--- src/rtl/port_mux_pkg.sv ---
// port function mux package: function selects, pin roles, widths, reset values
// assumes a single 250 MHz clock domain and synchronous active-low reset
package port_mux_pkg;

   // ****************************************************************
   // widths
   // ****************************************************************
   localparam int DATA_W = 8;
   localparam int PORT_W = 8;
   localparam int PORTD_W = 3;
   localparam int SLEW_W = 4;

   // ****************************************************************
   // pin function codes, fixed from non-volatile configuration
   // ****************************************************************
   typedef enum logic [1:0] {
      FN_DIRECT_IO = 2'b00,
      FN_CELL_OUT = 2'b01,
      FN_PLD_IN = 2'b10,
      FN_CHIP_SEL = 2'b11
   } pin_fn_e;

   // ****************************************************************
   // third port alternate-role bit positions
   // ****************************************************************
   localparam int POS_TMS = 0;
   localparam int POS_TCK = 1;
   localparam int POS_IO_SEL = 2;
   localparam int POS_STATUS = 3;
   localparam int POS_ERROR = 4;
   localparam int POS_TDI = 5;
   localparam int POS_TDO = 6;

   // ****************************************************************
   // fourth port alternate-role bit positions
   // ****************************************************************
   localparam int POS_ADDR16 = 0;
   localparam int POS_PLD_SHARED_CLOCK_IN = 1;
   localparam int POS_FLASH_CS = 2;

   // ****************************************************************
   // reset values
   // ****************************************************************
   localparam logic [7:0] RST_PORT = 8'h00;
   localparam logic [3:0] RST_SLEW = 4'h0;
   localparam logic [7:0] RST_OD = 8'h00;

   // one pin's next output drive and enable
   function automatic logic [1:0] drive_pair(input pin_fn_e fn, input logic dir_val, input logic dir_oe,
                                            input logic cell_val, input logic cell_oe,
                                            input logic open_drain);
      logic val;
      logic oe;
      val = 1'b0;
      oe = 1'b0;
      unique case (fn)
         FN_DIRECT_IO: begin
            val = dir_val;
            oe = dir_oe;
         end
         FN_CELL_OUT, FN_CHIP_SEL: begin
            val = cell_val;
            oe = cell_oe;
         end
         FN_PLD_IN: begin
            val = 1'b0;
            oe = 1'b0;
         end
      endcase
      // open drain drives only low
      if (open_drain && oe) begin
         oe = ~val;
         val = 1'b0;
      end
      return {val, oe};
   endfunction : drive_pair

endpackage : port_mux_pkg

--- src/rtl/port_mux_if.sv ---
// carrier for the per-port drive control between the top and its pin slice
// assumes both ends in the i_mclk domain
`timescale 1ns/1ps
interface port_mux_if;
   import port_mux_pkg::*;
   logic [PORT_W-1:0] dir_val;
   logic [PORT_W-1:0] dir_oe;
   logic [PORT_W-1:0] cell_val;
   logic [PORT_W-1:0] cell_oe;
   logic [PORT_W-1:0] open_drain;
   pin_fn_e fn [PORT_W];
   logic [PORT_W-1:0] pin_out;
   logic [PORT_W-1:0] pin_oe;
   modport ctrl (output dir_val, dir_oe, cell_val, cell_oe, open_drain, fn, input pin_out, pin_oe);
   modport slice (input dir_val, dir_oe, cell_val, cell_oe, open_drain, fn, output pin_out, pin_oe);
endinterface : port_mux_if

--- src/rtl/port_pin_slice.sv ---
// pin slice: per-pin function mux and drive style for one eight-bit port
// assumes function codes are static between resets
`timescale 1ns/1ps
module port_pin_slice
   import port_mux_pkg::*;
#(
   parameter int WIDTH = PORT_W
) (
   port_mux_if.slice bus
);

   // ****************************************************************
   // per-pin drive selection
   // ****************************************************************
   genvar g;
   generate
      for (g = 0; g < WIDTH; g++) begin : g_pin
         logic [1:0] pair;
         // function mux then open drain conversion
         always_comb begin
            pair = drive_pair(bus.fn[g], bus.dir_val[g], bus.dir_oe[g], bus.cell_val[g], bus.cell_oe[g],
                              bus.open_drain[g]);
         end
         assign bus.pin_out[g] = pair[1];
         assign bus.pin_oe[g] = pair[0];
      end
   endgenerate

endmodule : port_pin_slice

--- src/rtl/port_pin_function_mux.sv ---
// port function mux: data byte lane, two eight-bit ports, alternate programming
// roles and a three-pin port with chip selects, shared clock and flash select
// assumes pin inputs synchronous to i_mclk; function codes from configuration
// Operation
// RULE1: data port carries processor data bits 8-15
// RULE2: second port pins: direct, cell output, input
// RULE3: processor writes and reads back direct pins
// RULE4: second port low four pins select slew
// RULE5: third port pins: direct, cell output, input
// RULE6: third port 0,1,5,6 become scan pins
// RULE7: third port 3,4 give status, error outputs
// RULE8: third port bit 3 drives ready/busy
// RULE9: third port general pins push-pull or open-drain
// RULE10: scan pins share pins with other functions
// RULE11: fourth port: direct, direct input, chip select
// RULE12: fourth port bit 1 shared logic clock
// RULE13: fourth port bit 2 flash select, high disables
// RULE14: system may route io select to bit 2
// RULE15: system may route address 16 to bit 0
// RULE16: processor drives read strobe on control one
// RULE17: processor drives byte select on control two
// RULE18: functions fixed; only drive options runtime
`timescale 1ns/1ps
module port_pin_function_mux
   import port_mux_pkg::*;
(
   input wire logic i_mclk,
   input wire logic i_reset_n,
   // fixed function configuration
   input wire pin_fn_e i_second_fn [PORT_W],
   input wire pin_fn_e i_third_fn [PORT_W],
   input wire pin_fn_e i_fourth_fn [PORTD_W],
   input wire logic i_scan_en,
   input wire logic i_enh_scan_en,
   input wire logic i_rdy_busy_en,
   input wire logic i_pld_shared_clock_in_en,
   input wire logic i_flash_cs_en,
   // runtime drive options
   input wire logic [SLEW_W-1:0] i_second_slew,
   input wire logic [PORT_W-1:0] i_third_open_drain,
   // processor data path and control inputs
   input wire logic [DATA_W-1:0] i_core_rd_data,
   input wire logic i_core_rd_oe,
   input wire logic i_ctrl_input_one,
   input wire logic i_ctrl_input_two,
   output logic [DATA_W-1:0] o_core_wr_data,
   output logic o_read_strobe,
   output logic o_byte_mem_select,
   // direct io registers
   input wire logic [PORT_W-1:0] i_second_dir_val,
   input wire logic [PORT_W-1:0] i_second_dir_oe,
   input wire logic [PORT_W-1:0] i_third_dir_val,
   input wire logic [PORT_W-1:0] i_third_dir_oe,
   input wire logic [PORTD_W-1:0] i_fourth_dir_val,
   input wire logic [PORTD_W-1:0] i_fourth_dir_oe,
   output logic [PORT_W-1:0] o_second_readback,
   output logic [PORT_W-1:0] o_third_readback,
   output logic [PORTD_W-1:0] o_fourth_readback,
   // logic array side
   input wire logic [PORT_W-1:0] i_output_cell_group_one,
   input wire logic [PORT_W-1:0] i_output_cell_group_two,
   input wire logic [PORT_W-1:0] i_cell_oe_second,
   input wire logic [PORT_W-1:0] i_cell_oe_third,
   input wire logic [PORTD_W-1:0] i_chip_sel,
   input wire logic i_scan_tdo,
   input wire logic i_prog_status,
   input wire logic i_prog_error,
   input wire logic i_flash_ready,
   output logic [PORT_W-1:0] o_pld_in_second,
   output logic [PORT_W-1:0] o_pld_in_third,
   output logic [PORTD_W-1:0] o_pld_in_fourth,
   output logic o_scan_tms,
   output logic o_scan_tck,
   output logic o_scan_tdi,
   output logic o_pld_shared_clock_in,
   output logic o_flash_enable,
   // pins
   input wire logic [DATA_W-1:0] i_data_port_pins,
   output logic [DATA_W-1:0] o_data_port_pins,
   output logic [DATA_W-1:0] o_data_port_pins_oe,
   input wire logic [PORT_W-1:0] i_second_port_pins,
   output logic [PORT_W-1:0] o_second_port_pins,
   output logic [PORT_W-1:0] o_second_port_pins_oe,
   output logic [SLEW_W-1:0] o_second_port_fast_slew,
   input wire logic [PORT_W-1:0] i_third_port_pins,
   output logic [PORT_W-1:0] o_third_port_pins,
   output logic [PORT_W-1:0] o_third_port_pins_oe,
   input wire logic [PORTD_W-1:0] i_fourth_port_pins,
   output logic [PORTD_W-1:0] o_fourth_port_pins,
   output logic [PORTD_W-1:0] o_fourth_port_pins_oe
);

   // ****************************************************************
   // second and third port slices
   // ****************************************************************
   port_mux_if second_if ();
   port_mux_if third_if ();

   // second port: cells from group one, no open drain
   always_comb begin
      second_if.dir_val = i_second_dir_val; // [RULE3]
      second_if.dir_oe = i_second_dir_oe;
      second_if.cell_val = i_output_cell_group_one;
      second_if.cell_oe = i_cell_oe_second;
      second_if.open_drain = RST_OD;
      second_if.fn = i_second_fn; // [RULE2] [RULE18]
   end

   // third port: cells from group two, runtime open drain on general io
   always_comb begin
      third_if.dir_val = i_third_dir_val; // [RULE3]
      third_if.dir_oe = i_third_dir_oe;
      third_if.cell_val = i_output_cell_group_two;
      third_if.cell_oe = i_cell_oe_third;
      third_if.open_drain = i_third_open_drain; // [RULE9]
      third_if.fn = i_third_fn; // [RULE5] [RULE18]
   end

   port_pin_slice #(.WIDTH(PORT_W)) u_second (.bus(second_if.slice));
   port_pin_slice #(.WIDTH(PORT_W)) u_third (.bus(third_if.slice));

   // ****************************************************************
   // next-state computation
   // ****************************************************************
   logic [DATA_W-1:0] data_out_ff, nxt_data_out, data_oe_ff, nxt_data_oe, data_in_ff, nxt_data_in;
   logic [PORT_W-1:0] b_out_ff, nxt_b_out, b_oe_ff, nxt_b_oe, b_rb_ff, nxt_b_rb, b_pld_ff, nxt_b_pld;
   logic [PORT_W-1:0] c_out_ff, nxt_c_out, c_oe_ff, nxt_c_oe, c_rb_ff, nxt_c_rb, c_pld_ff, nxt_c_pld;
   logic [PORTD_W-1:0] d_out_ff, nxt_d_out, d_oe_ff, nxt_d_oe, d_rb_ff, nxt_d_rb, d_pld_ff, nxt_d_pld;
   logic [SLEW_W-1:0] slew_ff, nxt_slew;
   logic [2:0] scan_ff, nxt_scan;
   logic [1:0] ctrl_ff, nxt_ctrl;
   logic pld_shared_clock_in_ff, nxt_pld_shared_clock_in, flash_en_ff, nxt_flash_en;

   // data lane, second port and control strobes
   always_comb begin
      nxt_data_out = i_core_rd_data; // [RULE1]
      nxt_data_oe = {DATA_W{i_core_rd_oe}};
      nxt_data_in = i_data_port_pins; // [RULE1]
      nxt_b_out = second_if.pin_out; // [RULE2]
      nxt_b_oe = second_if.pin_oe;
      nxt_b_rb = i_second_port_pins; // [RULE3]
      nxt_b_pld = i_second_port_pins;
      nxt_slew = i_second_slew; // [RULE4]
      nxt_ctrl = {i_ctrl_input_two, i_ctrl_input_one}; // [RULE16] [RULE17]
   end

   // third port with alternate programming roles overriding the slice
   always_comb begin
      nxt_c_out = third_if.pin_out; // [RULE10]
      nxt_c_oe = third_if.pin_oe;
      nxt_c_rb = i_third_port_pins;
      nxt_c_pld = i_third_port_pins; // [RULE14]
      nxt_scan = {i_third_port_pins[POS_TDI], i_third_port_pins[POS_TCK], i_third_port_pins[POS_TMS]};
      if (i_scan_en) begin
         nxt_c_oe[POS_TMS] = 1'b0; // [RULE6]
         nxt_c_oe[POS_TCK] = 1'b0;
         nxt_c_oe[POS_TDI] = 1'b0;
         nxt_c_out[POS_TDO] = i_scan_tdo; // [RULE6]
         nxt_c_oe[POS_TDO] = 1'b1;
      end else begin
         nxt_scan = 3'h0;
      end
      if (i_scan_en && i_enh_scan_en) begin
         nxt_c_out[POS_STATUS] = i_prog_status; // [RULE7]
         nxt_c_oe[POS_STATUS] = 1'b1;
         nxt_c_out[POS_ERROR] = i_prog_error; // [RULE7]
         nxt_c_oe[POS_ERROR] = 1'b1;
      end else if (i_rdy_busy_en) begin
         nxt_c_out[POS_STATUS] = i_flash_ready; // [RULE8]
         nxt_c_oe[POS_STATUS] = 1'b1;
      end
   end

   // fourth port: direct, direct pld input, chip select, clock, flash select
   always_comb begin
      nxt_d_rb = i_fourth_port_pins;
      nxt_d_pld = i_fourth_port_pins; // [RULE15]
      for (int k = 0; k < PORTD_W; k++) begin
         unique case (i_fourth_fn[k])
            FN_DIRECT_IO: begin
               nxt_d_out[k] = i_fourth_dir_val[k]; // [RULE11]
               nxt_d_oe[k] = i_fourth_dir_oe[k];
            end
            FN_CHIP_SEL: begin
               nxt_d_out[k] = i_chip_sel[k]; // [RULE11]
               nxt_d_oe[k] = 1'b1;
            end
            FN_CELL_OUT, FN_PLD_IN: begin
               nxt_d_out[k] = 1'b0; // no output cell on this port: input only
               nxt_d_oe[k] = 1'b0;
            end
         endcase
      end
      nxt_pld_shared_clock_in = 1'b0;
      if (i_pld_shared_clock_in_en) begin
         nxt_pld_shared_clock_in = i_fourth_port_pins[POS_PLD_SHARED_CLOCK_IN]; // [RULE12]
         nxt_d_oe[POS_PLD_SHARED_CLOCK_IN] = 1'b0;
      end
      nxt_flash_en = 1'b1;
      if (i_flash_cs_en) begin
         nxt_flash_en = ~i_fourth_port_pins[POS_FLASH_CS]; // [RULE13]
         nxt_d_oe[POS_FLASH_CS] = 1'b0;
      end
   end

   // ****************************************************************
   // registers
   // ****************************************************************
   always_ff @(posedge i_mclk) begin
      if (!i_reset_n) begin
         data_out_ff <= RST_PORT;
         data_oe_ff <= RST_PORT;
         data_in_ff <= RST_PORT;
         b_out_ff <= RST_PORT;
         b_oe_ff <= RST_PORT;
         b_rb_ff <= RST_PORT;
         b_pld_ff <= RST_PORT;
         c_out_ff <= RST_PORT;
         c_oe_ff <= RST_PORT;
         c_rb_ff <= RST_PORT;
         c_pld_ff <= RST_PORT;
         d_out_ff <= 3'h0;
         d_oe_ff <= 3'h0;
         d_rb_ff <= 3'h0;
         d_pld_ff <= 3'h0;
         slew_ff <= RST_SLEW;
         scan_ff <= 3'h0;
         ctrl_ff <= 2'h3;
         pld_shared_clock_in_ff <= 1'b0;
         flash_en_ff <= 1'b0;
      end else begin
         data_out_ff <= nxt_data_out;
         data_oe_ff <= nxt_data_oe;
         data_in_ff <= nxt_data_in;
         b_out_ff <= nxt_b_out;
         b_oe_ff <= nxt_b_oe;
         b_rb_ff <= nxt_b_rb;
         b_pld_ff <= nxt_b_pld;
         c_out_ff <= nxt_c_out;
         c_oe_ff <= nxt_c_oe;
         c_rb_ff <= nxt_c_rb;
         c_pld_ff <= nxt_c_pld;
         d_out_ff <= nxt_d_out;
         d_oe_ff <= nxt_d_oe;
         d_rb_ff <= nxt_d_rb;
         d_pld_ff <= nxt_d_pld;
         slew_ff <= nxt_slew;
         scan_ff <= nxt_scan;
         ctrl_ff <= nxt_ctrl;
         pld_shared_clock_in_ff <= nxt_pld_shared_clock_in;
         flash_en_ff <= nxt_flash_en;
      end
   end

   // ****************************************************************
   // outputs
   // ****************************************************************
   assign o_data_port_pins = data_out_ff;
   assign o_data_port_pins_oe = data_oe_ff;
   assign o_core_wr_data = data_in_ff;
   assign o_second_port_pins = b_out_ff;
   assign o_second_port_pins_oe = b_oe_ff;
   assign o_second_port_fast_slew = slew_ff;
   assign o_second_readback = b_rb_ff;
   assign o_pld_in_second = b_pld_ff;
   assign o_third_port_pins = c_out_ff;
   assign o_third_port_pins_oe = c_oe_ff;
   assign o_third_readback = c_rb_ff;
   assign o_pld_in_third = c_pld_ff;
   assign o_fourth_port_pins = d_out_ff;
   assign o_fourth_port_pins_oe = d_oe_ff;
   assign o_fourth_readback = d_rb_ff;
   assign o_pld_in_fourth = d_pld_ff;
   assign o_scan_tms = scan_ff[0];
   assign o_scan_tck = scan_ff[1];
   assign o_scan_tdi = scan_ff[2];
   assign o_read_strobe = ctrl_ff[0];
   assign o_byte_mem_select = ctrl_ff[1];
   assign o_pld_shared_clock_in = pld_shared_clock_in_ff;
   assign o_flash_enable = flash_en_ff;

endmodule : port_pin_function_mux

--- config.mk ---
export PLATFORM = sky130hd
export DESIGN_NAME = port_pin_function_mux
export DESIGN_NICKNAME = d
export VERILOG_FILES = /design/src/rtl/port_mux_pkg.sv /design/src/rtl/port_mux_if.sv /design/src/rtl/port_pin_slice.sv /design/src/rtl/port_pin_function_mux.sv
export SDC_FILE = /design/constraint.sdc
export NUM_CORES = 1
export LEC_CHECK = 0
export ABC_AREA = 1
export BUFFER_PORTS_ARGS = -buffer_cell sky130_fd_sc_hd__buf_4
export CORE_AREA = 2 2 108 110
export DETAILED_ROUTE_END_ITERATION = 8
export DIE_AREA = 0 0 110 112
export GPL_TIMING_DRIVEN = 0
export PLACE_DENSITY_LB_ADDON = 0.25
export SLEW_MARGIN = 20
export SYNTH_ARGS = -nofsm -noshare
export SYNTH_HDL_FRONTEND = slang
export SYNTH_SLANG_ARGS = --single-unit
--- constraint.sdc ---
create_clock -name i_mclk -period 0.9 [get_ports i_mclk]
set_clock_uncertainty 0.15 [all_clocks]
set_input_delay 0.18 -clock i_mclk [delete_from_list [all_inputs] [get_ports i_mclk]]
set_output_delay 0.18 -clock i_mclk [all_outputs]
set_load 0.01 [all_outputs]
==> results of run 1 <==
[critical path, delay by kind of cell (launching register included)]
family,cells,cell delay [ns]
flip-flops,1,0.42
buffers and inverters,2,0.21
[cells by family (layout without fill, tap and decap cells)]
| kind of cell | Yosys count | in the layout |
|---|---|---|
| flip-flops | 85 | 85 |
| AND/OR/NAND/NOR | 160 | 160 |
| buffers and inverters | 110 | 469 |
| AO/OA/AOI/OAI | 46 | 46 |
[path summary, 6_finish.rpt]
kind / end / slack (ns) / depth (start not counted)
setup / recovery: o_data_port_pins_oe[6] / -0.38 / 2
hold / removal: o_third_port_pins_oe[1] / -0.12 / 2
[power by group through the flow]
stage	Clock, uW	Combinational, uW	Sequential, uW
3_5_place_dp	0	1690	4130
5_1_grt	3610	2340	4150
4_1_cts	3420	2130	4120
6_report	3340	2170	4130
2_1_floorplan	0	473	4230
3_3_place_gp	0	1660	4120
[flip-flops by register name (all words and copies together) (netlist names), 4 cells and up]
name and cells:
o_core_wr_data 8, o_data_port_pins 8, o_pld_in_second 8, o_pld_in_third 8, o_second_port_pins 8, o_second_port_pins_oe 8
o_third_port_pins 8, o_third_port_pins_oe 8, o_second_port_fast_slew 4
[Yosys cell counts (3+ instances only)]
cell type / instances / area share [%]
nor2_1: 22 / 2.6
buf_2: 7 / 1.1
a21oi_1: 33 / 5.3
inv_1: 74 / 8.9
a22o_1: 3 / 0.84
o21ai_0: 4 / 0.64
a21boi_0: 3 / 0.72
buf_4: 27 / 6.5
dfxtp_1: 85 / 54
nand2_1: 105 / 13
nand3_1: 26 / 4.1
[what timing repair did]
item / 4_1_cts / 5_1_grt
endpoints found under the setup margin: 111 / 142
pin swaps: 0 / 6
hold endpoints to repair: 85 / 30
resized for setup: 196 / 52
hold buffers: 66 / 4
[cell usage in the layout (no fill, tap or decap), types with 18 or more instances in the layout]
master          Yosys  final
nor2_1             22     22
dlygate4sd3_1       0     47
nand2_1           105     98
buf_4              27    170
dlymetal6s4s_1      0     18
a21oi_1            33     31
buf_6               1    137
dfxtp_2             0     80
nand3_1            26     26
inv_1              74     74
[routing by layer]
layer	wire (um)	vias to the layer above	global-route usage, %
met2	6460	172	36.4
met1	4060	1706	17.5
met3	994	26	5.33
li1	-	1897	-
met4	322	0	8.95
met5	0	-	0
[through the flow]
| step | setup WS [ns] | cells |
|---|---|---|
| global route | -0.417 | 903 |
| floorplan | -0.0348 | 401 |
| CTS | -0.389 | 905 |
| finish | -0.379 | 903 |
| global placement | -0.169 | 825 |
| detailed placement | -0.196 | 825 |
[cell type report]
type / instances / area (um2)
Buffer: 35 / 354
Clock buffer: 12 / 256
Clock inverter: 2 / 10.0
Fill cell: 875 / 4130
Inverter: 75 / 284
Multi-Input combinational cell: 206 / 941
Sequential cell: 85 / 1810
Tap cell: 143 / 179
Timing Repair Buffer: 345 / 3210
==> summary.txt, run 1 <==
Drt
  • WL/cell: ~13 um
  • Drt pass-1 iters: 4
  • DRC: 0
  • Drt via density: 4.21
  • ANT nets after route: 0
  • Drt total wl: ~12,000 um
  • Via total after detailed routing: 3,801
  • DRT iter0 DRCs: 134

Critical path
  • CP Cell Sequence: buf_6, buf_6
  • Crit. End Element: primary output
  • CP Max Fanout: 8
  • Most numerous cell on the critical path: buf_6
  • Setup CP Type: flip-flop to primary output
  • Crit start category: flip-flop
  • Critical path launch point: o_data_port_pins_oe[0]
  • Slowest CP cell: dfxtp_4
  • CP arrival: 0.95 ns
  • CP required: 0.57 ns
  • Biggest cell delay along the critical path: 0.42 ns

STA
  • Slew headroom: 76.2%
  • Tightest Pin Transition: 0.355 ns
  • Fin crit share: 142%
  • Setup violations, final: approximately 120
  • Final Max Slew Viols: 0
  • Max frequency: 0.782 GHz
  • Final worst slack: -0.379 ns
  • RSZ-0062 raised after global routing: yes
  • Hold Fails Final Rpt: 33
  • Fin crit period: 1.28 ns
  • WHS: -0.119 ns
  • Setup TNS: -24.23 ns

Synth
  • Mux cell area share after synthesis: 0%
  • Ys async rst share: 0%
  • Synthesized area per cell: about 8 um2
  • Top FF cell, synth: dfxtp_1
  • Yosys warning count: 0
  • Cells after Synth: 401
  • Post-synthesis compound-gate area fraction: 8.21%
  • Synth Net Count: 573
  • Synthesized area: 3140 um2
  • Fraction of the mapped netlist area in simple logic gates: 20.7%
  • Unique masters post-synth: 19
  • Register area share after synthesis: roughly 54%
  • Number of synthesized flops with an enable pin: 0
  • Synthesized-area fraction occupied by adder cells: 0%
  • Largest family of logic cells by synthesized area: simple AND/OR/NAND/NOR gates
  • Post-synthesis xor/xnor area fraction: 0%
  • #FFs+latches synth: 85

Global route
  • Total track usage: a little under a fifth
  • Remaining global-route overflow: 0
  • Vias in the first global route: 3,950
  • Largest net degree at the start of global routing: 13
  • Initial antenna violation count: 0
  • First-pass GRT wire length: 17,900 um

Worst hold path
  • HP Start: i_third_open_drain[1]
  • Hold Crit Class: input port to flip-flop

CTS
  • CTS sink cnt: 85
  • Postcts setup bufs: 0
  • H-tree Lvls: 3
  • Bufs on Longest Clock Path: 2
  • Root buf cell: clkbuf_16
  • CTS tree: built
  • Cts bufs inserted: 9
  • Worst-path clk slew: roughly 0.06 ns

Power and ir drop
  • Clk network pwr share: 34.6%
  • Seq pwr share: 42.9%
  • P_int: 7390 uW
  • Logic pwr share: approximately 23%
  • Leak: 0.00390 uW
  • Sw Pwr: 2240 uW
  • Power Dens Cells: 1370 nW/um2
  • Net Sw Frac: 23.3%
  • Maximum vdd ir drop: between 800 and 900 uV
  • Pwr Total: between 9000 and 10,000 uW

Floorplan
  • Die footprint: 12,300 um2
  • Rows: 39
  • Die Span Y: 112 um
  • Initial Util: around 28%
  • Die W: 110 um
  • Core Region: 11,200 um2
  • Num ports: 283

Finish
  • Fraction of layout cells with a size suffix above 1: 55.9%
  • Area growth syn-to-layout: 124%
  • Final instance area: between 7000 and 8000 um2
  • # diodes: 0
  • Nets: just over 900
  • Final core occ: 63.0%

Run
  • MaxCap Viol Count: 0

Place
  • IO Port Bufs: 281
  • Placed Area: 5440 um2
  • Gpl congestion: 0.876
  • DP HPWL: 8490 um

Run status
  • Failing checks: hold timing, setup timing
  • Outcome: finished, violations left
Note: power is estimated with default switching activity, not from simulation.
==> run 2: changes to the inputs <==
Settings changed: ABC_AREA 1 to unset, CORE_AREA 2 2 108 110 to 3 3 109 111, CTS_CLUSTER_DIAMETER set to 40, DIE_AREA 0 0 110 112 to 0 0 112 114.
==> run 2 against run 1 <==
Effect of this change: the run still ends with hold timing, setup timing left; final area decreased by 4.7%; global-route usage down 0.83 points; via count decreased by 8.9%; flip-flop and latch count stayed put; cell count shrank 12%; combinational power is 4% lower; die area grew 3.6%; sequential share of layout area increased by 1.3 points; count of clock-buffer cells in the layout grew 2; maximum frequency down 2.0%; highest routed layer unchanged.
==> summary.txt, run 2 <==
Run status
  • Outcome: finished, violations left (unchanged)
  • Failing checks: hold timing, setup timing (unchanged)

Drt
  • Drt pass-1 iters: 4 (unchanged)
  • Drt total wl: 11,900 um (was 11,800 um)
  • Via total after detailed routing: 3,464 (was 3,801)
  • WL/cell: 15.1 um (was 13.1 um)
  • Drt via density: 4.38 (was 4.21)
  • DRC: 0 (unchanged)
  • ANT nets after route: 0 (unchanged)
  • DRT iter0 DRCs: 82 (was 134)

CTS
  • CTS sink cnt: 85 (unchanged)
  • Worst-path clk slew: 0.08 ns (was 0.06 ns)
  • Postcts setup bufs: 0 (unchanged)
  • Cts bufs inserted: 9 (unchanged)
  • Root buf cell: clkbuf_8 (was clkbuf_16)
  • Bufs on Longest Clock Path: 2 (unchanged)
  • H-tree Lvls: 3 (unchanged)
  • CTS tree: built (unchanged)

Floorplan
  • Core Region: 10,900 um2 (was 11,200 um2)
  • Die Span Y: 114 um (was 112 um)
  • Num ports: 283 (unchanged)
  • Die W: 112 um (was 110 um)
  • Initial Util: 27.6% (was 28.1%)
  • Rows: 38 (was 39)
  • Die footprint: 12,800 um2 (was 12,300 um2)

Global route
  • First-pass GRT wire length: 18,200 um (was 17,900 um)
  • Vias in the first global route: 3,697 (was 3,950)
  • Largest net degree at the start of global routing: 14 (was 13)
  • Initial antenna violation count: 0 (unchanged)
  • Global-route met1 utilization: 18.3% (was 17.5%)
  • GRT Max-Usage Layer: met2 (unchanged)
  • Met2 usage: 33.8% (was 36.4%)
  • Remaining global-route overflow: 0 (unchanged)
  • Total track usage: 18.0% (was 18.8%)
  • M3 GR Usage: 6.68% (was 5.33%)

Synth
  • Unique masters post-synth: 34 (was 19)
  • Cells after Synth: 302 (was 401)
  • Most numerous cell in the Yosys netlist: dfxtp_1 (was nand2_1)
  • Ys async rst share: 0% (unchanged)
  • #FFs+latches synth: 85 (unchanged)
  • Yosys warning count: 0 (unchanged)
  • Synthesized area per cell: 9.96 um2 (was 7.83 um2)
  • Yosys top cell by area: dfxtp_1 (unchanged)
  • Synth Net Count: 474 (was 573)
  • Top FF cell, synth: dfxtp_1 (unchanged)
  • Ranking of synthesized cells by area: dfxtp_1, and2_1, buf_4 (was dfxtp_1, nand2_1, inv_1)
  • Number of synthesized flops with an enable pin: 0 (unchanged)
  • Register area share after synthesis: 56.6% (was 54.2%)
  • Yosys top cell area share: 56.6% (was 54.2%)
  • Top cells by count, synth: dfxtp_1, and2_1, nor2_1 (was nand2_1, dfxtp_1, inv_1)
  • Synthesized area: 3010 um2 (was 3140 um2)

Worst hold path
  • Hold path cells: 2 (unchanged)
  • Hold Crit Class: input port to flip-flop (unchanged)

Finish
  • Final instance area: 6720 um2 (was 7040 um2)
  • Area growth syn-to-layout: 123% (was 124%)
  • Fraction of layout cells with a size suffix above 1: 66.7% (was 55.9%)
  • Commonest cells after routing, fill and taps aside: buf_4, buf_6, dfxtp_2 (was buf_4, buf_6, nand2_1)
  • # diodes: 0 (unchanged)
  • Most common cell after layout, fill and taps aside: buf_4 (unchanged)
  • Nets: 818 (was 929)
  • Fillcell total: 873 (was 875)

Power and ir drop
  • Pwr Total: 8880 uW (was 9640 uW)
  • Maximum vdd ir drop: 774 uV (was 882 uV)
  • Leak: 0.00330 uW (was 0.00390 uW)
  • Power Dens Cells: 1320 nW/um2 (was 1370 nW/um2)

Place
  • Gpl congestion: 0.835 (was 0.876)
  • Placed Area: 5300 um2 (was 5440 um2)
  • DP HPWL: 8770 um (was 8490 um)
  • Post-place setup slack: -0.443 ns (was -0.196 ns)
  • IO Port Bufs: 281 (unchanged)

STA
  • Hold Fails Final Rpt: 32 (was 33)
  • Max frequency: 0.766 GHz (was 0.782 GHz)
  • Final Max Slew Viols: 0 (unchanged)
  • Fin crit share: 145% (was 142%)
  • Tightest Pin Transition: 0.318 ns (was 0.355 ns)
  • Slew headroom: 78.8% (was 76.2%)
  • Setup violations, final: 126 (was 116)
  • Final worst slack: -0.406 ns (was -0.379 ns)
  • RSZ-0062 raised after global routing: yes (unchanged)
  • WHS: -0.150 ns (was -0.119 ns)
  • Fin crit period: 1.31 ns (was 1.28 ns)

Critical path
  • Crit start category: flip-flop (unchanged)
  • CP required: 0.57 ns (about the same)
  • CP Max Fanout: 8 (unchanged)
  • CP arrival: 0.98 ns (was 0.95 ns)
  • Setup CP Type: flip-flop to primary output (unchanged)
  • Crit. End Element: primary output (unchanged)

Run
  • MaxCap Viol Count: 0 (unchanged)
-- run 2: changes by cell type after synthesis, sizes merged, moves of 7 or more --
cell,delta
a21oi,-23
a22oi,+18
and2,+42
buf,-7
clkbuf,+7
inv,-67
nand2,-91
nand3,-24
nor2,+11
-- run 2: repair_timing --
item                                    4_1_cts  5_1_grt
hold buffers                                 58        4
resized for setup                           198       54
hold endpoints to repair                     81       35
pin swaps                                     1        4
endpoints found under the setup margin      135      166
-- run 2: routing by layer --
metal	up-vias	routed length (um)
met3	26	1130
met4	0	325
met5	-	0
met2	187	6390
met1	1565	4070
li1	1686	-
-- run 2: critical path: stages, from the launching register on --
cell	delay [ns]
dfxtp_4	0.38
buf_4	0.14
buf_6	0.11
-- run 2: cell type report --
cell class / count / area (um2) / share of cell area (%)
repair buffers: 333 / 3080 / 45.8
clock buffers: 14 / 183 / 2.72
well taps: 140 / 175 / 2.61
plain buffers: 35 / 317 / 4.71
flip-flops and latches: 85 / 1810 / 27.0
clock inverters: 2 / 13.8 / 0.205
multi-input cells: 173 / 1100 / 16.4
inverters: 9 / 35.0 / 0.522
-- run 2: kinds of logic (layout without fill, tap and decap cells) --
group,Yosys count,count (layout),synth area share [%]
AO/OA/AOI/OAI,57,57,13.8
buffers and inverters,44,393,8.82
flip-flops,85,85,56.6
AND/OR/NAND/NOR,116,116,20.8
-- run 2: final timing paths --
path | startpoint | to
worst min-delay path | i_third_open_drain[1] | o_third_port_pins_oe[1]
worst max-delay path | o_data_port_pins_oe[0] | o_data_port_pins_oe[5]
-- run 2: metrics by stage --
stage	setup TNS, ns	instances	utilization, %
after floorplan	-1.11	302	-
after global placement	-26.89	723	48.7
after detailed placement	-27.63	723	48.7
after CTS	-30.14	797	61.2
after global routing	-32.66	791	61.7
final	-28.06	791	61.7
-- run 2: power breakdown --
group	internal, uW	switching [uW]
sequential	4000	119
clock	1310	1350
combinational	1390	699
total	6710	2170
==> run 3: changes to the inputs <==
Settings changed: RECOVER_POWER set to 100.
==> run 3 against run 2 <==
Effect of this change: the run still ends with hold timing, setup timing left; setup slack improved by 0.0016 ns; sequential share of layout area increased by 0.050 points; maximum frequency increased by 0.12%; flip-flop and latch count unchanged; non-clock buffer count unchanged; critical path type unchanged; critical endpoint unchanged; largest cell class unchanged.
==> summary.txt, run 3 (synthesis results as in run 2) <==
STA
  • Tightest Pin Transition: 0.484 ns (was 0.318 ns)
  • Slew headroom: 67.7% (was 78.8%)
  • RSZ-0062 raised after global routing: yes (unchanged)
  • WHS: -0.148 ns (was -0.150 ns)
  • Setup violations, final: 166 (was 126)
  • Setup TNS: -33.52 ns (was -28.06 ns)
  • Max frequency: 0.767 GHz (was 0.766 GHz)
  • Final worst slack: -0.404 ns (was -0.406 ns)
  • Fin crit period: 1.30 ns (was 1.31 ns)
  • Hold Fails Final Rpt: 31 (was 32)
  • Final Max Slew Viols: 0 (unchanged)
  • Fin crit share: 145% (about the same)

Drt
  • DRT iter0 DRCs: 76 (was 82)
  • DRC: 0 (unchanged)
  • ANT nets after route: 0 (unchanged)
  • Drt total wl: 11,900 um (unchanged)
  • Via total after detailed routing: 3,450 (was 3,464)
  • Drt pass-1 iters: 4 (unchanged)
  • Drt via density: 4.36 (was 4.38)
  • WL/cell: 15.1 um (unchanged)

Critical path
  • CP Max Fanout: 8 (unchanged)
  • CP arrival: 0.97 ns (was 0.98 ns)
  • Crit. End Element: primary output (unchanged)
  • Setup CP Type: flip-flop to primary output (unchanged)
  • Crit start category: flip-flop (unchanged)
  • CP required: 0.57 ns (about the same)

Finish
  • Nets: 818 (unchanged)
  • Fraction of layout cells with a size suffix above 1: 66.2% (was 66.7%)
  • Finished Layout Cells: 791 (unchanged)
  • Most common cell after layout, fill and taps aside: buf_4 (unchanged)
  • Area growth syn-to-layout: 123% (about the same)
  • # diodes: 0 (unchanged)
  • Commonest cells after routing, fill and taps aside: buf_4, buf_6, dfxtp_2 (unchanged)

Run
  • MaxCap Viol Count: 0 (unchanged)

CTS
  • Bufs on Longest Clock Path: 2 (unchanged)
  • CTS sink cnt: 85 (unchanged)
  • Root buf cell: clkbuf_8 (unchanged)
  • CTS tree: built (unchanged)
  • Worst-path clk slew: 0.08 ns (about the same)
  • Cts bufs inserted: 9 (unchanged)
  • Postcts setup bufs: 0 (unchanged)
  • H-tree Lvls: 3 (unchanged)

Floorplan
  • Num ports: 283 (unchanged)
  • Rows: 38 (unchanged)
  • Core Region: 10,900 um2 (unchanged)
  • Die Span Y: 114 um (unchanged)
  • Die W: 112 um (unchanged)
  • Die footprint: 12,800 um2 (unchanged)
  • Initial Util: 27.6% (unchanged)

Place
  • Gpl congestion: 0.835 (unchanged)
  • Placed Instances: 723 (unchanged)
  • IO Port Bufs: 281 (unchanged)
  • DP HPWL: 8770 um (unchanged)

Global route
  • Largest net degree at the start of global routing: 14 (unchanged)
  • Vias in the first global route: 3,697 (unchanged)
  • Total track usage: 18.0% (unchanged)
  • Remaining global-route overflow: 0 (unchanged)
  • Initial antenna violation count: 0 (unchanged)
  • First-pass GRT wire length: 18,200 um (unchanged)

Run status
  • Failing checks: hold timing, setup timing (unchanged)
  • Outcome: finished, violations left (unchanged)

Worst hold path
  • Hold Crit Class: input port to flip-flop (unchanged)

Power and ir drop
  • Leak: 0.00329 uW (was 0.00330 uW)
  • Maximum vdd ir drop: 775 uV (was 774 uV)
  • Power Dens Cells: 1320 nW/um2 (about the same)
-- run 3: cell count changes in the layout (fill, tap and decap cells not counted), sizes merged --
cell / previous run / this run
buf: 307 / 298
clkbuf: 22 / 31
clkinv: 2 / 1
inv: 9 / 10
-- run 3: critical path: stages, from the launching register on --
cell and delay (ns):
dfxtp_4 0.38, buf_4 0.14, buf_6 0.11
-- run 3: final timing paths --
check  slack (ns)                       to                   start  cells past startpoint
max         -0.40   o_data_port_pins_oe[5]  o_data_port_pins_oe[0]                      2
min         -0.15  o_third_port_pins_oe[1]   i_third_open_drain[1]                      2
-- run 3: area by class of cell --
| class | instances | area (um2) |
|---|---|---|
| Clock buffer | 14 | 183 |
| Buffer | 35 | 313 |
| Sequential cell | 85 | 1810 |
| Fill cell | 876 | 4180 |
| Timing Repair Buffer | 333 | 3070 |
| Inverter | 9 | 33.8 |
| Clock inverter | 2 | 13.8 |
| Multi-Input combinational cell | 173 | 1100 |
| Tap cell | 140 | 175 |
-- run 3: per-stage QoR --
step / util, % / hold slack (ns) / total power [uW] / setup slack [ns] / area, um2
global route: 61.6 / -0.163 / 9310 / -0.456 / 6700
finish: 61.6 / -0.148 / 8870 / -0.404 / 6700
global placement: 48.7 / 0.211 / 5760 / -0.447 / 5300
detailed placement: 48.7 / 0.213 / 5790 / -0.443 / 5300
CTS: 61.2 / -0.161 / 8930 / -0.416 / 6660
floorplan: - / 0.107 / 4670 / -0.240 / 3020
-- run 3: where the power goes --
group,internal [uW],total (uW),leakage [uW],switching (uW)
logic,1390,2090,0.00246,699
clock network,1320,2660,0.000103,1350
registers,4000,4120,0.000730,119
total,6700,8870,0.00329,2170
-- run 3: repair_timing --
item,CTS,global route
hold endpoints to repair,81,35
endpoints found under the setup margin,135,166
resized for setup,198,54
gates cloned,0,0
pin swaps,1,4
hold buffers,58,4
-- run 3: per-layer routing --
layer / share of wire (%) / up-vias / track usage, %
met5: 0 / - / 0
met4: 2.6 / 0 / 6.49
met3: 9.3 / 24 / 6.68
met2: 54 / 184 / 33.8
met1: 34 / 1556 / 18.3
li1: - / 1686 / -
